==> config.mk <==
export PLATFORM = sky130hd
export DESIGN_NAME = bgc_ctrl
export DESIGN_NICKNAME = d
export VERILOG_FILES = /design/src/rtl/bgc_ctrl.v /design/src/rtl/bgc_sticky.v
export VERILOG_INCLUDE_DIRS = /design/src /design/src/shared
export SDC_FILE = /design/constraint.sdc
export NUM_CORES = 1
export LEC_CHECK = 0
export BUFFER_PORTS_ARGS = -buffer_cell sky130_fd_sc_hd__buf_4
export CAP_MARGIN = 20
export CORE_ASPECT_RATIO = 0.9
export CORE_MARGIN = 1.5
export CORE_UTILIZATION = 53
export CTS_CLUSTER_DIAMETER = 40
export DETAILED_ROUTE_END_ITERATION = 16
export PLACE_DENSITY = 0.85
export SYNTH_ARGS = -nofsm -noshare
export SYNTH_HDL_FRONTEND = slang
export SYNTH_HIERARCHICAL = 1
export SYNTH_SLANG_ARGS = --single-unit
==> constraint.sdc <==
create_clock -name aclk -period 2.8 [get_ports aclk]
set_input_delay 0.42 -clock aclk [delete_from_list [all_inputs] [get_ports aclk]]
set_output_delay 0.42 -clock aclk [all_outputs]
set_load 0.01 [all_outputs]
==> src/shared/bgc_map.vh <==
// Register map, field positions and reset values of the general control block
`ifndef BGC_MAP_VH
`define BGC_MAP_VH
// ==========================================
// Byte addresses
`define BGC_ADDR_CTRL 4'h0
`define BGC_ADDR_CAPS 4'h4
`define BGC_ADDR_STAT 4'h8
// ==========================================
// Field positions within the control word
`define BGC_PREFETCH_BIT 19
`define BGC_STANDBY_HI 18
`define BGC_STANDBY_LO 16
`define BGC_SLEEP_HI 15
`define BGC_SLEEP_LO 13
`define BGC_VCS_BIT 12
`define BGC_CLKSTOP_BIT 11
`define BGC_BEACON_BIT 10
`define BGC_SCALE_HI 9
`define BGC_SCALE_LO 8
`define BGC_MINPWR_HI 7
`define BGC_MINPWR_LO 0
// ==========================================
// Reset values
`define BGC_STANDBY_RST 3'h6
`define BGC_SLEEP_RST 3'h6
`define BGC_SCALE_RST 2'h0
`define BGC_MINPWR_RST 8'h00
// ==========================================
// Next-capability offsets and device-capability field positions
`define BGC_NEXT_VC 12'h150
`define BGC_NEXT_NONE 12'h000
`define BGC_CAP_STANDBY_LO 6
`define BGC_CAP_SLEEP_LO 9
// AXI responses
`define BGC_RESP_OKAY 2'h0
`define BGC_RESP_SLVERR 2'h2
`endif
==> src/rtl/bgc_ctrl.v <==
// General control register, low twenty bits, behind an AXI4-Lite slave
// ==========================================
// Summary of operation
// - Prefetch bit 0 fetches to cache line end; 1 fetches one dword.
// - Standby exit latency field mirrors into capability bits 8:6.
// - Standby latency codes double from 64 ns; reset code is 110.
// - Sleep exit latency field mirrors into capability bits 11:9.
// - Sleep latency codes double from 1 us; reset code is 110.
// - Virtual channel bit picks next offset 150h, else 000h.
// - Clock-stop bit set stops secondary clocks while in D3.
// - Beacon bit 0 wakes by wake signal only; 1 adds beacon.
// - Two-bit minimum power scale, 00 is 1.0x by default.
// - Eight-bit minimum power value, default 00h, reprogrammable.
// - Non-sticky fields reset on link, global or power-on reset.
// - Clock-stop and beacon bits survive resets while on aux power.
`include "bgc_map.vh"
module bgc_ctrl (
	aclk,
	aresetn,
	link_reset_n,
	global_reset_in_n,
	por_n,
	aux_resetn,
	in_d3,
	s_axi_awaddr,
	s_axi_awvalid,
	s_axi_awready,
	s_axi_wdata,
	s_axi_wstrb,
	s_axi_wvalid,
	s_axi_wready,
	s_axi_bresp,
	s_axi_bvalid,
	s_axi_bready,
	s_axi_araddr,
	s_axi_arvalid,
	s_axi_arready,
	s_axi_rdata,
	s_axi_rresp,
	s_axi_rvalid,
	s_axi_rready,
	prefetch_off,
	burst_single_dword,
	cap_standby_latency,
	cap_sleep_latency,
	aer_next_offset,
	sec_clk_run,
	beacon_wake_en,
	min_power_scale,
	min_power_value
);
	input wire aclk;
	input wire aresetn;
	input wire link_reset_n;
	input wire global_reset_in_n;
	input wire por_n;
	input wire aux_resetn;
	input wire in_d3;
	input wire [3:0] s_axi_awaddr;
	input wire s_axi_awvalid;
	output wire s_axi_awready;
	input wire [31:0] s_axi_wdata;
	input wire [3:0] s_axi_wstrb;
	input wire s_axi_wvalid;
	output wire s_axi_wready;
	output reg [1:0] s_axi_bresp;
	output reg s_axi_bvalid;
	input wire s_axi_bready;
	input wire [3:0] s_axi_araddr;
	input wire s_axi_arvalid;
	output wire s_axi_arready;
	output reg [31:0] s_axi_rdata;
	output reg [1:0] s_axi_rresp;
	output reg s_axi_rvalid;
	input wire s_axi_rready;
	output wire prefetch_off;
	output wire burst_single_dword;
	output wire [2:0] cap_standby_latency;
	output wire [2:0] cap_sleep_latency;
	output wire [11:0] aer_next_offset;
	output wire sec_clk_run;
	output wire beacon_wake_en;
	output wire [1:0] min_power_scale;
	output wire [7:0] min_power_value;

	// ==========================================
	// Synchronisers for the asynchronous reset sources and D3 level
	reg [1:0] lrst_s_q;
	reg [1:0] global_reset_in_s_q;
	reg [1:0] por_s_q;
	reg [1:0] d3_s_q;
	always @(posedge aclk) begin
		lrst_s_q <= {lrst_s_q[0], link_reset_n};
		global_reset_in_s_q <= {global_reset_in_s_q[0], global_reset_in_n};
		por_s_q <= {por_s_q[0], por_n};
		d3_s_q <= {d3_s_q[0], in_d3};
	end
	// Any of the three sources, or the bus reset, clears the plain fields
	wire field_rst = !aresetn || !lrst_s_q[1] || !global_reset_in_s_q[1] ||
		!por_s_q[1];

	// ==========================================
	// Write channel: address and data taken in either order
	reg aw_hold_q;
	reg [3:0] aw_addr_q;
	reg w_hold_q;
	reg [31:0] w_data_q;
	reg [3:0] w_strb_q;
	assign s_axi_awready = !aw_hold_q && !s_axi_bvalid;
	assign s_axi_wready = !w_hold_q && !s_axi_bvalid;
	wire aw_fire = s_axi_awvalid && s_axi_awready;
	wire w_fire = s_axi_wvalid && s_axi_wready;
	wire have_aw = aw_hold_q || aw_fire;
	wire have_w = w_hold_q || w_fire;
	wire [3:0] wr_addr = aw_hold_q ? aw_addr_q : s_axi_awaddr;
	wire [31:0] wr_data = w_hold_q ? w_data_q : s_axi_wdata;
	wire [3:0] wr_strb = w_hold_q ? w_strb_q : s_axi_wstrb;
	wire wr_go = have_aw && have_w && !s_axi_bvalid;

	function is_mapped;
		input [3:0] a;
		begin
			is_mapped = (a == `BGC_ADDR_CTRL) || (a == `BGC_ADDR_CAPS) ||
				(a == `BGC_ADDR_STAT);
		end
	endfunction

	wire ctrl_wr = wr_go && (wr_addr == `BGC_ADDR_CTRL);

	always @(posedge aclk) begin
		if (!aresetn) begin
			aw_hold_q <= 1'b0;
			w_hold_q <= 1'b0;
			aw_addr_q <= 4'h0;
			w_data_q <= 32'h0;
			w_strb_q <= 4'h0;
			s_axi_bvalid <= 1'b0;
			s_axi_bresp <= `BGC_RESP_OKAY;
		end else begin
			if (aw_fire && !wr_go) begin
				aw_hold_q <= 1'b1;
				aw_addr_q <= s_axi_awaddr;
			end
			if (w_fire && !wr_go) begin
				w_hold_q <= 1'b1;
				w_data_q <= s_axi_wdata;
				w_strb_q <= s_axi_wstrb;
			end
			if (wr_go) begin
				aw_hold_q <= 1'b0;
				w_hold_q <= 1'b0;
				s_axi_bvalid <= 1'b1;
				s_axi_bresp <= is_mapped(wr_addr) ? `BGC_RESP_OKAY :
					`BGC_RESP_SLVERR;
			end else if (s_axi_bvalid && s_axi_bready) begin
				s_axi_bvalid <= 1'b0;
			end
		end
	end

	// ==========================================
	// Plain control fields
	reg prefetch_q;
	reg [2:0] standby_q;
	reg [2:0] sleep_q;
	reg vcs_q;
	reg [1:0] scale_q;
	reg [7:0] minpwr_q;
	always @(posedge aclk) begin
		if (field_rst) begin
			prefetch_q <= 1'b0;
			standby_q <= `BGC_STANDBY_RST;
			sleep_q <= `BGC_SLEEP_RST;
			vcs_q <= 1'b0;
			scale_q <= `BGC_SCALE_RST;
			minpwr_q <= `BGC_MINPWR_RST;
		end else if (ctrl_wr) begin
			if (wr_strb[0])
				minpwr_q <= wr_data[`BGC_MINPWR_HI:`BGC_MINPWR_LO];
			if (wr_strb[1]) begin
				scale_q <= wr_data[`BGC_SCALE_HI:`BGC_SCALE_LO];
				vcs_q <= wr_data[`BGC_VCS_BIT];
				sleep_q[0] <= wr_data[`BGC_SLEEP_LO];
				sleep_q[2:1] <= wr_data[`BGC_SLEEP_HI:`BGC_SLEEP_LO + 1];
			end
			if (wr_strb[2]) begin
				standby_q <= wr_data[`BGC_STANDBY_HI:`BGC_STANDBY_LO];
				prefetch_q <= wr_data[`BGC_PREFETCH_BIT];
			end
		end
	end

	// ==========================================
	// Sticky bits, cleared only by the aux-power reset
	wire clkstop_q;
	wire beacon_q;
	bgc_sticky u_sticky (
		.aclk(aclk),
		.aux_resetn(aux_resetn),
		.wr_en(ctrl_wr && wr_strb[1]),
		.wr_clkstop(wr_data[`BGC_CLKSTOP_BIT]),
		.wr_beacon(wr_data[`BGC_BEACON_BIT]),
		.clkstop_q(clkstop_q),
		.beacon_q(beacon_q)
	);

	// ==========================================
	// Outputs: mirrors follow the fields combinationally
	assign prefetch_off = prefetch_q;
	assign burst_single_dword = prefetch_q;
	assign cap_standby_latency = standby_q;
	assign cap_sleep_latency = sleep_q;
	assign aer_next_offset = vcs_q ? `BGC_NEXT_VC : `BGC_NEXT_NONE;
	// Clocks stop only in D3 with the enable set
	assign sec_clk_run = !(clkstop_q && d3_s_q[1]);
	assign beacon_wake_en = beacon_q;
	assign min_power_scale = scale_q;
	assign min_power_value = minpwr_q;

	wire [31:0] ctrl_word = {12'h000, prefetch_q, standby_q, sleep_q, vcs_q,
		clkstop_q, beacon_q, scale_q, minpwr_q};
	wire [31:0] caps_word = {aer_next_offset, 20'h00000} |
		({29'h0, standby_q} << `BGC_CAP_STANDBY_LO) |
		({29'h0, sleep_q} << `BGC_CAP_SLEEP_LO);
	wire [31:0] stat_word = {30'h0, !sec_clk_run, d3_s_q[1]};

	// ==========================================
	// Read channel, one-cycle answer
	assign s_axi_arready = !s_axi_rvalid;
	always @(posedge aclk) begin
		if (!aresetn) begin
			s_axi_rvalid <= 1'b0;
			s_axi_rdata <= 32'h0;
			s_axi_rresp <= `BGC_RESP_OKAY;
		end else if (s_axi_arvalid && s_axi_arready) begin
			s_axi_rvalid <= 1'b1;
			s_axi_rresp <= is_mapped(s_axi_araddr) ? `BGC_RESP_OKAY :
				`BGC_RESP_SLVERR;
			case (s_axi_araddr)
				`BGC_ADDR_CTRL: s_axi_rdata <= ctrl_word;
				`BGC_ADDR_CAPS: s_axi_rdata <= caps_word;
				`BGC_ADDR_STAT: s_axi_rdata <= stat_word;
				default: s_axi_rdata <= 32'h0;
			endcase
		end else if (s_axi_rvalid && s_axi_rready) begin
			s_axi_rvalid <= 1'b0;
		end
	end
endmodule

==> src/rtl/bgc_sticky.v <==
// Sticky control bits kept alive on auxiliary power
module bgc_sticky (
	aclk,
	aux_resetn,
	wr_en,
	wr_clkstop,
	wr_beacon,
	clkstop_q,
	beacon_q
);
	input wire aclk;
	input wire aux_resetn;
	input wire wr_en;
	input wire wr_clkstop;
	input wire wr_beacon;
	output reg clkstop_q;
	output reg beacon_q;

	// ==========================================
	// Only the aux-power reset clears these
	always @(posedge aclk) begin
		if (!aux_resetn) begin
			clkstop_q <= 1'b0;
			beacon_q <= 1'b0;
		end else if (wr_en) begin
			clkstop_q <= wr_clkstop;
			beacon_q <= wr_beacon;
		end
	end
endmodule

==> results_dict.tcl <==
set metrics [dict create \
    run_status "completed" \
    via_per_inst 5.305 \
    sequential_cell_area_um2 1642 \
    wl_per_cell_um 14.65 \
    pin_count 129 \
    peakVddDrop_mv 0.3881 \
    report.power.total_w 0.002364 \
    drv_slew 0 \
    die_x_um 89.51 \
    fillCellCount 554 \
    drtIter0Drc 98 \
    final_nets 506 \
    critical_path.startpoint_type "flip-flop" \
    cap_violations 0 \
    insertedDiodeCount 0 \
    worstPathBufferInverterCount 0 \
    cts-htree-levels 3 \
    critical-path-max-stage-delay_ns 0.55 \
    timing.critical_path.required_ns 3.04 \
    clock_skew_ns 0.009724 \
    critPathKind "flip-flop to flip-flop" \
    fin_tns_setup_ns 0 \
    drive_gt1_share_pct 28.79 \
    hold_class "input port to flip-flop" \
    grt_overflow_total 0 \
    total_routing_usage_reported_by_global_routing_pct 22.74 \
    clock_tree.root_cell "sky130_fd_sc_hd__clkbuf_8" \
    timing.critical_path.to_type "flip-flop" \
    timing.final.crit_period_ns 2.056 \
    clk-insertion-delay-late_ns 0.34 \
    cts_tree "done" \
    cts_sinks 82 \
    layout.cells.most_common "sky130_fd_sc_hd__buf_4" \
    relative_area_change_from_synthesis_to_final_layout_pct 22.43 \
    power.density_cell_area_nw_per_um2 540.9 \
    numCtsBuffers 9 \
    clk_path_buf_depth 2 \
    max_freq_mhz 486.5 \
    postSynthCellCount 371 \
    postCtsHoldBufs 0 \
    first_global_vias 2633 \
    path_max_fanout 12 \
    cp_data_arrival_time_ns 2.29 \
    dr_total_vias 2891 \
    grt_max_degree 57 \
    drc_errors 0 \
    io_buffers 95 \
    synth_sequential_area_ratio_pct 45.99 \
    gp_congestion 0.7697 \
    hold_violations 0 \
    cts-resized-gates 0 \
    holdWs_ns 0.1769 \
    layout_worst_path_cycle_share_pct 73.41 \
    synth.yosys.warnings 6 \
    slew_headroom_pct 35.86 \
    final-instance-count-excl-fill 545 \
    rsz0062_at_grt "false" \
    synth.area.top_cells "sky130_fd_sc_hd__dfxtp_1 46%, sky130_fd_sc_hd__buf_4 6.1%, sky130_fd_sc_hd__nand2_1 5.6%, sky130_fd_sc_hd__mux2i_1 5.3%, sky130_fd_sc_hd__a21boi_0 4.6%" \
    postCtsSetupRepairBufs 0 \
    finalSetupViolCount 0 \
    power_leakage_nw 1.765 \
    core_um2 6551 \
    synth_top_area_share_pct 45.99 \
    die_height_um 80.86 \
    final_routed_wirelength_um 7986 \
    initial_core_util_pct 54.49 \
    synthDominantAreaCellType "sky130_fd_sc_hd__dfxtp_1" \
    firstDrtPassIters 4 \
    dp_cells 529 \
    postRouteAntennaNets 0 \
    tightest_slew_ns 0.9592 \
    design_area_um2 4370 \
    initial_antenna_violation_count 0 \
    grt_first_pass_wirelength_um 12620 \
    synth.avg_cell_area_um2 9.622 \
    std_cell_rows 28 \
    critical_path.slowest_cell "sky130_fd_sc_hd__dfxtp_1" \
    multiInputGateArea_um2 1670 \
    final_cell_mix "98 x sky130_fd_sc_hd__buf_4, 82 x sky130_fd_sc_hd__dfxtp_1, 53 x sky130_fd_sc_hd__nand2_1" \
    post_synth_instance_area_um2 3570 \
    design.die.area_um2 7237 \
    cp_cell_sequence "nor3b_4, o211a_1, and2_1, mux2i_1, nor2b_1" \
    yosys.cell_types.count 42 \
    critPathTopFamily "simple AND/OR/NAND/NOR gates" \
    detailedPlacementHpwl_um 5890 \
    yosys_register_bits 82 \
    clk_pin_slew_ns 0.08 \
    placed_cell_area_um2 4175 \
]
==> worst reg2reg max path: stages, from the launching register on <==
cell	delay (ns)
sky130_fd_sc_hd__dfxtp_1	0.55
sky130_fd_sc_hd__nor3b_4	0.31
sky130_fd_sc_hd__o211a_1	0.41
sky130_fd_sc_hd__and2_1	0.38
sky130_fd_sc_hd__mux2i_1	0.24
sky130_fd_sc_hd__nor2b_1	0.06
==> sequential cells by signal, indices dropped and copies added (netlist names) <==
register and count:
w_strb_q 3, u_sticky/beacon_q 1, aw_hold_q 1, cap_sleep_latency 3, s_axi_rresp 1, s_axi_rvalid 1
w_data_q 20, lrst_s_q 2, global_reset_in_s_q 2, s_axi_bvalid 1, s_axi_rdata 21, u_sticky/clkstop_q 1
min_power_scale 2, min_power_value 8, d3_s_q 2, s_axi_bresp 1, aw_addr_q 4, vcs_q 1
por_s_q 2, burst_single_dword 1, cap_standby_latency 3, w_hold_q 1
==> through the flow <==
stage / util, % / worst slack, ns
2_1_floorplan: - / 1.249
3_5_place_dp: 63.73 / 0.7869
6_report: 66.71 / 0.7445
3_3_place_gp: 63.73 / 0.8223
5_1_grt: 66.71 / 0.6481
4_1_cts: 66.71 / 0.7799
==> power by group <==
part           switching (W)  internal [W]
combinational       0.000161      0.000135
sequential         0.0000267       0.00120
clock               0.000406      0.000434
==> final timing paths <==
path | startpoint | end | slack, ns | cells past startpoint
min reg2reg | lrst_s_q[0] | lrst_s_q[1] | 0.33 | 0
min | global_reset_in_n | global_reset_in_s_q[0] | 0.18 | 1
max | aw_hold_q | u_sticky/clkstop_q | 0.74 | 5
max reg2reg | aw_hold_q | u_sticky/clkstop_q | 0.74 | 5
==> cell type report <==
cell class              count  area share [%]
multi-input cells         255           38.22
flip-flops and latches     82           37.56
repair buffers             98           16.83
clock buffers              11           3.235
well taps                  90           2.577
clock inverters             5           1.231
inverters                   4          0.3435
==> logic make-up (layout without fill, tap and decap cells) <==
| logic type | after synthesis | in the layout | synth area share (%) |
|---|---|---|---|
| compound gates | 98 | 98 | 20.79 |
| buf+inv | 53 | 118 | 9.218 |
| flops | 82 | 82 | 45.99 |
| mux | 27 | 27 | 7.851 |
| other cells | 1 | 20 | 0.1051 |
| simple gates | 110 | 110 | 16.05 |
==> per-layer routing <==
metal  GRT usage, %  vias to the layer above  share of wire, %
li1               -                     1422                 -
met1          29.83                     1363                45
met2          38.20                       97                49
met3          3.963                        9               5.3
met4          6.923                        0              0.96
met5              0                        -                 0
==> synthesized netlist by cell type <==
| cell | instances |
|---|---|
| sky130_fd_sc_hd__nor2b_1 | 22 |
| sky130_fd_sc_hd__nor3_1 | 4 |
| sky130_fd_sc_hd__and3b_1 | 1 |
| sky130_fd_sc_hd__nor2_1 | 8 |
| sky130_fd_sc_hd__conb_1 | 1 |
| sky130_fd_sc_hd__a21boi_1 | 1 |
| sky130_fd_sc_hd__and2_1 | 3 |
| sky130_fd_sc_hd__o211a_1 | 2 |
| sky130_fd_sc_hd__o211ai_2 | 1 |
| sky130_fd_sc_hd__mux2_2 | 8 |
| sky130_fd_sc_hd__o22a_1 | 8 |
| sky130_fd_sc_hd__buf_1 | 1 |
| sky130_fd_sc_hd__nand3b_1 | 2 |
| sky130_fd_sc_hd__o221a_1 | 8 |
| sky130_fd_sc_hd__inv_1 | 4 |
| sky130_fd_sc_hd__buf_4 | 29 |
| sky130_fd_sc_hd__nor3_2 | 3 |
| sky130_fd_sc_hd__clkbuf_2 | 1 |
| sky130_fd_sc_hd__a31oi_1 | 3 |
| sky130_fd_sc_hd__buf_2 | 4 |
| sky130_fd_sc_hd__a21oi_1 | 11 |
| sky130_fd_sc_hd__nand4_1 | 1 |
| sky130_fd_sc_hd__nand2b_1 | 2 |
| sky130_fd_sc_hd__nor4_2 | 1 |
| sky130_fd_sc_hd__nand2_1 | 53 |
| sky130_fd_sc_hd__o21a_1 | 2 |
| sky130_fd_sc_hd__clkbuf_1 | 12 |
| sky130_fd_sc_hd__a211oi_1 | 9 |
| sky130_fd_sc_hd__nand3_1 | 6 |
| sky130_fd_sc_hd__a32oi_1 | 1 |
| sky130_fd_sc_hd__a21boi_0 | 22 |
| sky130_fd_sc_hd__a22oi_1 | 15 |
| sky130_fd_sc_hd__dfxtp_1 | 82 |
| sky130_fd_sc_hd__nor3b_4 | 2 |
| sky130_fd_sc_hd__mux2i_1 | 19 |
| sky130_fd_sc_hd__o221ai_1 | 1 |
| sky130_fd_sc_hd__buf_6 | 2 |
| sky130_fd_sc_hd__o22a_2 | 1 |
| sky130_fd_sc_hd__or2_2 | 1 |
| sky130_fd_sc_hd__and4_1 | 1 |
| sky130_fd_sc_hd__o21ai_0 | 12 |
| sky130_fd_sc_hd__a211oi_4 | 1 |
No activity file was read; power rests on OpenSTA's default activity.
